==> config.mk <==
export PLATFORM = sky130hd
export DESIGN_NAME = tbw_core
export DESIGN_NICKNAME = d
export VERILOG_FILES = /design/src/rtl/tbw_pkg.sv /design/src/rtl/tbw_core.sv /design/src/rtl/tbw_crc.sv /design/src/rtl/tbw_buf.sv
export SDC_FILE = /design/constraint.sdc
export NUM_CORES = 1
export LEC_CHECK = 0
export BUFFER_PORTS_ARGS = -buffer_cell sky130_fd_sc_hd__buf_2
export CAP_MARGIN = 20
export CORE_MARGIN = 5
export CORE_UTILIZATION = 60
export CTS_BUF_LIST = sky130_fd_sc_hd__clkbuf_8 sky130_fd_sc_hd__clkbuf_16
export DETAILED_ROUTE_END_ITERATION = 16
export GPL_TIMING_DRIVEN = 1
export PLACE_DENSITY_LB_ADDON = 0.2
export SLEW_MARGIN = 10
export SYNTH_ARGS = -nofsm -noshare
export SYNTH_HDL_FRONTEND = slang
export SYNTH_SLANG_ARGS = --single-unit
==> constraint.sdc <==
create_clock -name clk -period 6.6 [get_ports clk]
set_clock_uncertainty 0.05 [all_clocks]
set_input_delay 0.66 -clock clk [delete_from_list [all_inputs] [get_ports clk]]
set_output_delay 0.66 -clock clk [all_outputs]
set_load 0.05 [all_outputs]
==> src/rtl/tbw_pkg.sv <==
// constants for the tag block-write / identifier-fetch command core
// assumes a bit-serial frame link outside; no software registers
// How it works
// - write command 09h stores four data bytes
// - write only available, unprotected blocks
// - data bytes LSB first, bits LSB first
// - addresses 0-15 and 255; others dropped silently; here a write to 255 is dropped as well, no system area held
// - route by address: otp, counters, storage
// - block write never answers
// - write ignored unless in selected state
// - write frame: cmd, addr, 4 data, crc
// - fetch 0Bh answers eight id bytes, crc
// - id bytes sent least significant first
// - fetch ignored unless in selected state
// - id = prefix, maker, product, serial fields
// - power-on enters ready, low-power
// - power-on applies no load modulation
// - power-on answers only anticollision opening
// - select 0Eh with matching code selects
// - write finishes in 3, 5, 7 ms
// - crc x16+x12+x5+1, preset FFFF, inverted
package tbw_pkg;
  localparam logic [7:0] CMD_INITIATE = 8'h06;
  localparam logic [7:0] CMD_WRITE = 8'h09;
  localparam logic [7:0] CMD_FETCH = 8'h0B;
  localparam logic [7:0] CMD_SELECT = 8'h0E;
  localparam logic [7:0] ADDR_SYSTEM = 8'hFF;
  localparam logic [7:0] ADDR_LAST_BLOCK = 8'h0F;
  localparam logic [7:0] ADDR_LAST_OTP = 8'h04;
  localparam logic [7:0] ADDR_LAST_CNT = 8'h06;
  localparam logic [15:0] CRC_PRESET = 16'hFFFF;
  localparam logic [15:0] CRC_RESIDUE = 16'h0000;
  localparam int CLK_HZ = 40000000;
  localparam int T_OTP_US = 3000;
  localparam int T_EE_US = 5000;
  localparam int T_CNT_US = 7000;
  localparam int CYC_OTP = T_OTP_US * (CLK_HZ / 1000000);
  localparam int CYC_EE = T_EE_US * (CLK_HZ / 1000000);
  localparam int CYC_CNT = T_CNT_US * (CLK_HZ / 1000000);
  localparam int MAX_REQ = 7;
  localparam int RSP_LEN = 10;
  localparam logic [7:0] ID_PREFIX = 8'hA5; // arbitrary value
  localparam logic [7:0] ID_MAKER = 8'h5A; // arbitrary value
  localparam logic [7:0] ID_PRODUCT = 8'h3C; // arbitrary value
  localparam logic [39:0] ID_SERIAL = 40'h0123456789; // arbitrary value
  localparam logic [7:0] SLOT_TAG_RESET = 8'h00;
  typedef enum logic [1:0] {
    TBW_READY, TBW_INVENTORY, TBW_SELECTED, TBW_DEACT
  } tbw_state_t;
endpackage : tbw_pkg

==> src/rtl/tbw_core.sv <==
// command core: initiate, select, block write, identifier fetch
// assumes bit-serial link: rx_clk/rx_dat/rx_frame from a demodulator,
// answer bytes leave through a valid/ready byte port with a last flag
`timescale 1ns/1ps
module tbw_core #(
  parameter int unsigned PROG_OTP = tbw_pkg::CYC_OTP, // otp write cycles
  parameter int unsigned PROG_EE = tbw_pkg::CYC_EE, // storage cycles
  parameter int unsigned PROG_CNT = tbw_pkg::CYC_CNT, // counter cycles
  parameter logic [15:0] PROT_MASK = 16'h0000 // write-protected blocks
) (
  input wire logic clk, // system clock 40 MHz
  input wire logic resetn, // power-on reset, active low
  input wire logic ce, // clock enable, freezes all state
  input wire logic rx_clk, // link bit clock, async
  input wire logic rx_dat, // link data, sampled on rx_clk rise
  input wire logic rx_frame, // high during a request frame
  output logic tx_valid, // answer byte offered
  input wire logic tx_ready, // link takes answer byte
  output logic [7:0] tx_data, // answer byte
  output logic tx_last, // last byte of the answer frame
  output logic load_mod, // load modulation enable
  output logic low_power, // low-power condition
  output logic selected, // in selected state
  output logic busy, // programming in progress
  output logic [31:0] blk_data [16] // block contents view
);
  // two-flop synchronisers
  logic [2:0] s1_reg, s2_reg;
  logic clk_d_reg;
  always_ff @(posedge clk or negedge resetn) begin
    if (!resetn) begin
      s1_reg <= 3'h0;
      s2_reg <= 3'h0;
      clk_d_reg <= 1'b0;
    end else if (ce) begin
      s1_reg <= {rx_frame, rx_dat, rx_clk};
      s2_reg <= s1_reg;
      clk_d_reg <= s2_reg[0];
    end
  end
  logic bit_stb, frame_s, dat_s, frame_d_reg, frame_end;
  assign frame_s = s2_reg[2];
  assign dat_s = s2_reg[1];
  assign bit_stb = s2_reg[0] && !clk_d_reg && frame_s;
  assign frame_end = frame_d_reg && !frame_s;
  always_ff @(posedge clk or negedge resetn) begin
    if (!resetn) frame_d_reg <= 1'b0;
    else if (ce) frame_d_reg <= frame_s;
  end

  // deserialise, lsb first; bytes stored in order
  logic [7:0] sh_reg;
  logic [2:0] bit_reg;
  logic [3:0] nbyte_reg;
  logic [7:0] rq [tbw_pkg::MAX_REQ + 2];
  logic byte_stb;
  assign byte_stb = bit_stb && (bit_reg == 3'h7);
  always_ff @(posedge clk or negedge resetn) begin
    if (!resetn) begin
      sh_reg <= 8'h00;
      bit_reg <= 3'h0;
      nbyte_reg <= 4'h0;
    end else if (ce) begin
      if (!frame_s) begin
        bit_reg <= 3'h0;
        if (frame_end) nbyte_reg <= 4'h0;
      end else if (bit_stb) begin
        sh_reg <= {dat_s, sh_reg[7:1]};
        bit_reg <= bit_reg + 3'h1;
        if (byte_stb && nbyte_reg != 4'hF)
          nbyte_reg <= nbyte_reg + 4'h1;
      end
    end
  end
  logic [7:0] byte_in;
  assign byte_in = {dat_s, sh_reg[7:1]};
  // request bytes: cmd, addr, data lsb..msb, crc lo, hi
  always_ff @(posedge clk) begin
    if (ce && byte_stb && nbyte_reg < 4'(tbw_pkg::MAX_REQ + 2))
      rq[nbyte_reg] <= byte_in;
  end

  // request crc check, residue of a good frame
  logic [15:0] rx_crc;
  tbw_crc u_rx_crc (
    .clk(clk),
    .resetn(resetn),
    .ce(ce),
    .clr(frame_end),
    .en(byte_stb),
    .din(byte_in),
    .crc(rx_crc)
  );
  logic crc_ok, frame_done_reg, crc_ok_reg;
  // latch crc verdict at frame end; preset comes back next cycle
  always_ff @(posedge clk or negedge resetn) begin
    if (!resetn) begin
      frame_done_reg <= 1'b0;
      crc_ok_reg <= 1'b0;
    end else if (ce) begin
      frame_done_reg <= frame_end;
      if (frame_end)
        crc_ok_reg <= (rx_crc == 16'hF0B8);
    end
  end
  assign crc_ok = crc_ok_reg;
  logic [3:0] len_reg;
  always_ff @(posedge clk or negedge resetn) begin
    if (!resetn) len_reg <= 4'h0;
    else if (ce && frame_end) len_reg <= nbyte_reg;
  end

  // command decode
  tbw_pkg::tbw_state_t st_reg;
  logic [7:0] slot_tag_code_reg;
  logic [31:0] prog_reg;
  logic go, is_init, is_sel, is_wr, is_fetch, addr_ok, writable;
  logic [7:0] cmd, addr;
  assign cmd = rq[0];
  assign addr = rq[1];
  assign go = ce && frame_done_reg && crc_ok && !busy;
  assign is_init = go && len_reg == 4'h4 && cmd == tbw_pkg::CMD_INITIATE
    && addr == 8'h00;
  assign is_sel = go && len_reg == 4'h4 && cmd == tbw_pkg::CMD_SELECT;
  assign is_wr = go && len_reg == 4'h8 && cmd == tbw_pkg::CMD_WRITE
    && st_reg == tbw_pkg::TBW_SELECTED;
  assign is_fetch = go && len_reg == 4'h3 && cmd == tbw_pkg::CMD_FETCH
    && st_reg == tbw_pkg::TBW_SELECTED;
  assign addr_ok = (addr <= tbw_pkg::ADDR_LAST_BLOCK)
    || (addr == tbw_pkg::ADDR_SYSTEM);
  // system area is not held here, so only blocks 0..15 take data
  assign writable = (addr <= tbw_pkg::ADDR_LAST_BLOCK)
    && !PROT_MASK[addr[3:0]];

  // state machine; ready only takes initiate
  always_ff @(posedge clk or negedge resetn) begin
    if (!resetn) begin
      st_reg <= tbw_pkg::TBW_READY;
      slot_tag_code_reg <= tbw_pkg::SLOT_TAG_RESET;
    end else if (ce) begin
      case (st_reg)
        tbw_pkg::TBW_READY, tbw_pkg::TBW_INVENTORY: begin
          if (is_init) begin
            st_reg <= tbw_pkg::TBW_INVENTORY;
            slot_tag_code_reg <= {slot_tag_code_reg[3:0],
              slot_tag_code_reg[7:4]} ^ 8'h1D;
          end else if (is_sel && st_reg == tbw_pkg::TBW_INVENTORY
              && addr == slot_tag_code_reg)
            st_reg <= tbw_pkg::TBW_SELECTED;
        end
        tbw_pkg::TBW_SELECTED: begin
          if (is_sel && addr != slot_tag_code_reg)
            st_reg <= tbw_pkg::TBW_DEACT;
        end
        tbw_pkg::TBW_DEACT: begin
          if (is_sel && addr == slot_tag_code_reg)
            st_reg <= tbw_pkg::TBW_SELECTED;
        end
        default: st_reg <= tbw_pkg::TBW_READY;
      endcase
    end
  end
  assign selected = (st_reg == tbw_pkg::TBW_SELECTED);
  assign low_power = (st_reg == tbw_pkg::TBW_READY);

  // block store, otp clears only, counters only decrement
  logic [31:0] wdata;
  assign wdata = {rq[5], rq[4], rq[3], rq[2]};
  genvar g;
  generate
    for (g = 0; g < 16; g++) begin : g_blk
      always_ff @(posedge clk or negedge resetn) begin
        if (!resetn) blk_data[g] <= 32'hFFFFFFFF;
        else if (is_wr && addr_ok && writable && addr[3:0] == 4'(g)) begin
          if (g <= int'(tbw_pkg::ADDR_LAST_OTP))
            blk_data[g] <= blk_data[g] & wdata;
          else if (g <= int'(tbw_pkg::ADDR_LAST_CNT)) begin
            if (wdata < blk_data[g]) blk_data[g] <= wdata;
          end else
            blk_data[g] <= wdata;
        end
      end
    end
  endgenerate

  // self-timed programming; requests dropped meanwhile
  always_ff @(posedge clk or negedge resetn) begin
    if (!resetn) prog_reg <= 32'h0;
    else if (ce) begin
      if (is_wr && addr_ok && writable) begin
        if (addr <= tbw_pkg::ADDR_LAST_OTP) prog_reg <= PROG_OTP;
        else if (addr <= tbw_pkg::ADDR_LAST_CNT)
          prog_reg <= PROG_CNT;
        else prog_reg <= PROG_EE;
      end else if (prog_reg != 32'h0)
        prog_reg <= prog_reg - 32'h1;
    end
  end
  assign busy = (prog_reg != 32'h0);

  // answer sequencer; writes never start one
  logic [63:0] unique_serial_identifier;
  assign unique_serial_identifier = {tbw_pkg::ID_PREFIX, tbw_pkg::ID_MAKER,
    tbw_pkg::ID_PRODUCT, tbw_pkg::ID_SERIAL};
  logic [3:0] tx_idx_reg, tx_len_reg;
  logic tx_on_reg, tx_is_uid_reg;
  logic [7:0] tx_byte;
  logic [15:0] tx_crc, tx_crc_inv;
  logic b_in_ready, b_push;
  assign tx_crc_inv = ~tx_crc;
  always_comb begin
    if (tx_idx_reg == tx_len_reg - 4'h2) tx_byte = tx_crc_inv[7:0];
    else if (tx_idx_reg == tx_len_reg - 4'h1) tx_byte = tx_crc_inv[15:8];
    else if (tx_is_uid_reg)
      tx_byte = unique_serial_identifier[{tx_idx_reg[2:0], 3'h0} +: 8];
    else tx_byte = slot_tag_code_reg;
  end
  assign b_push = tx_on_reg && b_in_ready;
  tbw_crc u_tx_crc (
    .clk(clk),
    .resetn(resetn),
    .ce(ce),
    .clr(!tx_on_reg),
    .en(b_push && tx_idx_reg < tx_len_reg - 4'h2),
    .din(tx_byte),
    .crc(tx_crc)
  );
  always_ff @(posedge clk or negedge resetn) begin
    if (!resetn) begin
      tx_on_reg <= 1'b0;
      tx_idx_reg <= 4'h0;
      tx_len_reg <= 4'h0;
      tx_is_uid_reg <= 1'b0;
    end else if (ce) begin
      if (!tx_on_reg) begin
        tx_idx_reg <= 4'h0;
        if (is_fetch) begin
          tx_on_reg <= 1'b1;
          tx_is_uid_reg <= 1'b1;
          tx_len_reg <= 4'(tbw_pkg::RSP_LEN);
        end else if (is_init || (is_sel && addr == slot_tag_code_reg
            && st_reg != tbw_pkg::TBW_READY)) begin
          tx_on_reg <= 1'b1;
          tx_is_uid_reg <= 1'b0;
          tx_len_reg <= 4'h3;
        end
      end else if (b_push) begin
        tx_idx_reg <= tx_idx_reg + 4'h1;
        if (tx_idx_reg == tx_len_reg - 4'h1) tx_on_reg <= 1'b0;
      end
    end
  end
  // answer buffer; block write goes nowhere near it
  logic [8:0] b_out;
  tbw_buf #(.W(9)) u_buf (
    .clk(clk),
    .resetn(resetn),
    .ce(ce),
    .in_valid(tx_on_reg),
    .in_ready(b_in_ready),
    .in_data({tx_idx_reg == tx_len_reg - 4'h1, tx_byte}),
    .out_valid(tx_valid),
    .out_ready(tx_ready),
    .out_data(b_out)
  );
  assign tx_data = b_out[7:0];
  assign tx_last = b_out[8];
  // modulate only while answering; idle shows highest impedance
  assign load_mod = tx_valid;
endmodule : tbw_core

==> src/rtl/tbw_crc.sv <==
// frame crc accumulator, one byte per enable
// assumes bytes arrive in frame order, bit 0 first
`timescale 1ns/1ps
module tbw_crc (
  input wire logic clk, // system clock
  input wire logic resetn, // async reset, active low
  input wire logic ce, // clock enable
  input wire logic clr, // restart with preset
  input wire logic en, // absorb one byte
  input wire logic [7:0] din, // byte in
  output logic [15:0] crc // running value, not inverted
);
  logic [15:0] crc_next;
  // lsb-first reflected update of x16+x12+x5+1
  always_comb begin
    logic [7:0] c;
    c = din ^ crc[7:0];
    c = c ^ (c << 4);
    crc_next = (crc >> 8) ^ {c, 8'h00} ^ {5'h00, c, 3'h0}
      ^ {12'h000, c[7:4]};
  end
  // register, preset on clear
  always_ff @(posedge clk or negedge resetn) begin
    if (!resetn) crc <= tbw_pkg::CRC_PRESET;
    else if (ce) begin
      if (clr) crc <= tbw_pkg::CRC_PRESET;
      else if (en) crc <= crc_next;
    end
  end
endmodule : tbw_crc

==> src/rtl/tbw_buf.sv <==
// two-entry valid/ready buffer on the answer path
// assumes same clock on both sides
`timescale 1ns/1ps
module tbw_buf #(
  parameter int W = 9 // word width
) (
  input wire logic clk, // system clock
  input wire logic resetn, // async reset, active low
  input wire logic ce, // clock enable
  input wire logic in_valid, // word offered
  output logic in_ready, // room left
  input wire logic [W-1:0] in_data, // word in
  output logic out_valid, // word held
  input wire logic out_ready, // taker ready
  output logic [W-1:0] out_data // word out
);
  logic [W-1:0] mem [2];
  logic rd_reg, wr_reg;
  logic [1:0] cnt_reg;
  logic push, pop;
  assign in_ready = (cnt_reg != 2'h2);
  assign out_valid = (cnt_reg != 2'h0);
  assign out_data = mem[rd_reg];
  assign push = ce && in_valid && in_ready;
  assign pop = ce && out_valid && out_ready;
  // storage, no reset needed for data
  always_ff @(posedge clk) begin
    if (push) mem[wr_reg] <= in_data;
  end
  // pointers and fill level
  always_ff @(posedge clk or negedge resetn) begin
    if (!resetn) begin
      rd_reg <= 1'b0;
      wr_reg <= 1'b0;
      cnt_reg <= 2'h0;
    end else begin
      if (push) wr_reg <= ~wr_reg;
      if (pop) rd_reg <= ~rd_reg;
      cnt_reg <= cnt_reg + {1'b0, push} - {1'b0, pop};
    end
  end
endmodule : tbw_buf

==> run metrics <==
outcome=completed; top library cells by usage in the layout, fill and taps aside=dfstp_2, buf_2, mux2_2; first-pass iteration count of the detailed router=7; post-layout min period=between 4 and 5 ns; via count normalized by instance count=5.87; post-detailed-placement cell area=between 30,000 and 40,000 µm²; minimum setup slack in the final design=~2.1 ns; yosys warns=0; max FFs per register=slightly above 500; diodes inserted=0; y dimension of the die=~230 µm; number of hold violations in the final report=0; final antenna-violating net count=0; area of the multi-input gates=approximately 11,000 µm²; Setup Fix Bufs, Post-CTS=0; number of enable flip-flop cells after synthesis=66; Root Driver=clkbuf_16; sinks on the clock net=just under 700; FF+latch count, synth=a little under 700; reg-to-reg slack, setup=2.12 ns; input/output buffers=532; area of the core region=between 40,000 and 50,000 µm²; internal power of the cells=7440 µW; critical path data required time=about 7 ns; # rows=81; P_sw=roughly 2800 µW; area growth from synthesis to final layout=18.8%; Combinational Power Share=~14%; area of the mapped netlist=between 20,000 and 30,000 µm²; die boundary width=232 µm; post-route cell area=35,200 µm²; launching point of the worst reg2reg path=rq[1][4]; Final period util=67.9%; biggest fanout along the worst timing path=32; Residual DRC=0; global-route wire length before repair=about 130,000 µm; count of fill cells added during filler insertion=between 3,000 and 4,000; sequential cell fraction of total power=47.6%; slowest cell delay on critical path=1.08 ns; Max-slew headroom=roughly 24%; overall global routing resource usage=30.4%; number of primary I/O pins=~530; Sw Ratio=27.3%; worst-path cell chain=or4_1, nor4_2, and3_1, nand3_2, mux2_1; post-synthesis cell type count=71; power per unit of standard cell area=approximately 290 nW/µm²; worst-case clock buffer depth=3; total die area=54,000 µm²; global route overflow=0; Total Routed Length=between 80,000 and 90,000 µm; Finish-stage setup viols=0; dpl hpwl=58,500 µm; top_reg_cell synth=dfstp_2; instance count of the mapped netlist=around 2,200; Sequential cell area=between 15,000 and 20,000 µm²; number of cells traversed by the worst register-to-register path=5; Clock Latency Late Sink=about 0.62 ns; family of cells with the greatest summed delay on the critical path=simple AND/OR/NAND/NOR gates; total negative slack=0 ns; effective utilization at floorplan=a little over 60%; crit path buf inv count=0; master of the slowest instance on the critical path=nand3_2; clock tree from TritonCTS=done; leading cell type in the layout, fill and taps excluded=dfstp_2; layout cells sized above 1=between 50% and 60%; average routed wire per standard cell=~25 µm; cells resized by post-CTS repair=0; Nets=between 2,000 and 3,000; number of buffers added to fix hold violations after cts=0; max-cap viol count=0; Pins Over Slew Limit=0; element type at the critical path end=flip-flop; average size of a mapped cell=13.6 µm²; sequential area share after synthesis=just over 60%; slew at the pin closest to its max-slew limit=1.13 ns; final weighted congestion of routability-driven global placement=about 0.89; Tot Pwr=slightly above 10,000 µW; Max Freq=roughly 0.22 GHz; initial antenna violation count=0; count of vias placed by the detailed router=approximately 20,000; share of async-settable or async-resettable flops after synthesis=between 90% and 100%; launch point of the worst path=rq[1][4]; Setup WS pre-CTS=1.88 ns; Worst IR Drop VDD=around 310 µV; Data arrival, critical path=approximately 5.0 ns; number of global-route vias before repair=20,100; Critical Setup Path Class=reg2reg; H-tree depth reported by CTS=3; endpoint of the worst register-to-register path=blk_data[255]; Synthesized Nets=between 2,000 and 2,500; type of element launching the critical path=flip-flop; Reg clk slew, reported paths=~0.060 ns; RSZ-0062 raised after global routing=false; DRT iter0 DRCs=roughly 1,500; largest net degree at the start of global routing=between 150 and 200; TritonCTS buffer count=slightly above 70; Min-Delay Path Class=in2async; portion of total power attributed to the clock network=38.7%; leak pwr=approximately 0.016 µW; Worst Hold Slack=around 0.12 ns
==> power by group through the flow <==
stage | sequential, µW | combinational (µW) | clock [µW]
3_5_place_dp | 4920 | 1380 | 0
2_1_floorplan | 4810 | 1090 | 0
6_report | 4870 | 1400 | 3960
5_1_grt | 4900 | 1530 | 4220
3_3_place_gp | 4910 | 1330 | 0
4_1_cts | 4860 | 1390 | 4030
==> synth_stat cells (all sizes together) (3+ instances only) <==
| library cell | n | area (µm²) |
|---|---|---|
| dfrtp | 82 | 2050 |
| a221o | 4 | 40.0 |
| nand3b | 5 | 37.5 |
| nor3b | 3 | 22.5 |
| edfxtp | 66 | 1980 |
| and2 | 17 | 106 |
| dfstp | 544 | 14300 |
| xnor2 | 34 | 298 |
| a22oi | 7 | 52.6 |
| xor2 | 37 | 324 |
| o21ai | 48 | 240 |
| nand4 | 15 | 93.8 |
| or4 | 9 | 75.1 |
| a21oi | 68 | 340 |
| o22a | 4 | 35.0 |
| a211oi | 16 | 130 |
| mux2 | 378 | 4260 |
| a211o | 4 | 35.0 |
| or2 | 6 | 37.5 |
| o31ai | 4 | 30.0 |
| nor2b | 11 | 68.8 |
| o22ai | 5 | 31.3 |
| or3 | 9 | 56.3 |
| mux2i | 7 | 70.1 |
| buf | 49 | 284 |
| a21o | 15 | 113 |
| nor4 | 10 | 83.8 |
| and3 | 15 | 93.8 |
| nor2 | 81 | 304 |
| nor3 | 30 | 216 |
| nand2b | 24 | 150 |
| inv | 87 | 327 |
| ha | 80 | 1000 |
| nand3 | 23 | 115 |
| o2111ai | 5 | 43.8 |
| nand4b | 3 | 26.3 |
| o211ai | 4 | 30.0 |
| nand2 | 98 | 368 |
| clkbuf | 68 | 255 |
| a2111oi | 12 | 105 |
| o21a | 163 | 1220 |
==> cell type report <==
cell class                 instances  share of cell area, %
multi-input combinational       1277                   29.9
tap                              664                   2.36
timing repair buffer             551                   8.22
inverter                          87                  0.927
clock buffer                      86                   5.66
clock inverter                    40                  0.962
sequential                       692                   52.0
==> worst register-to-register path, cell delays in order, from the launching register on <==
cell	delay [ns]
edfxtp_1	0.40
or4_1	0.67
nor4_2	0.65
and3_1	0.85
nand3_2	1.08
mux2_1	0.69
==> metrics by stage <==
stage,cells,utilization [%]
after global placement,3268,67.1
after floorplan,2173,-
after CTS,3394,71.8
final,3397,72.0
after detailed placement,3268,67.1
after global routing,3397,72.0
==> worst max path at each step <==
stage	endpoint	depth (start not counted)	slack [ns]
6_report	blk_data[255]	5	2.12
5_1_grt	blk_data[250]	6	1.94
4_1_cts	blk_data[250]	6	2.14
3_5_place_dp	blk_data[249]	6	1.88
3_3_place_gp	blk_data[249]	6	2.14
2_1_floorplan	blk_data[321]	8	3.15
==> layer usage <==
metal,routed length (µm),GRT usage [%]
met5,0,0
met4,4050,14.0
met3,6090,6.00
met2,40400,49.5
met1,33100,39.9
==> logic make-up (layout without fill, tap and decap cells) <==
group | after synthesis | in the layout | synth area share [%]
AOI/OAI and AO/OA | 374 | 374 | 8.70
buffers and inverters | 204 | 764 | 2.92
muxes | 385 | 385 | 14.6
DFF | 692 | 692 | 61.8
and+or+nand+nor | 367 | 367 | 6.52
adders and majority gates | 80 | 80 | 3.38
xor gates and xnor gates | 71 | 71 | 2.10
No activity file was read; power rests on OpenSTA's default activity.
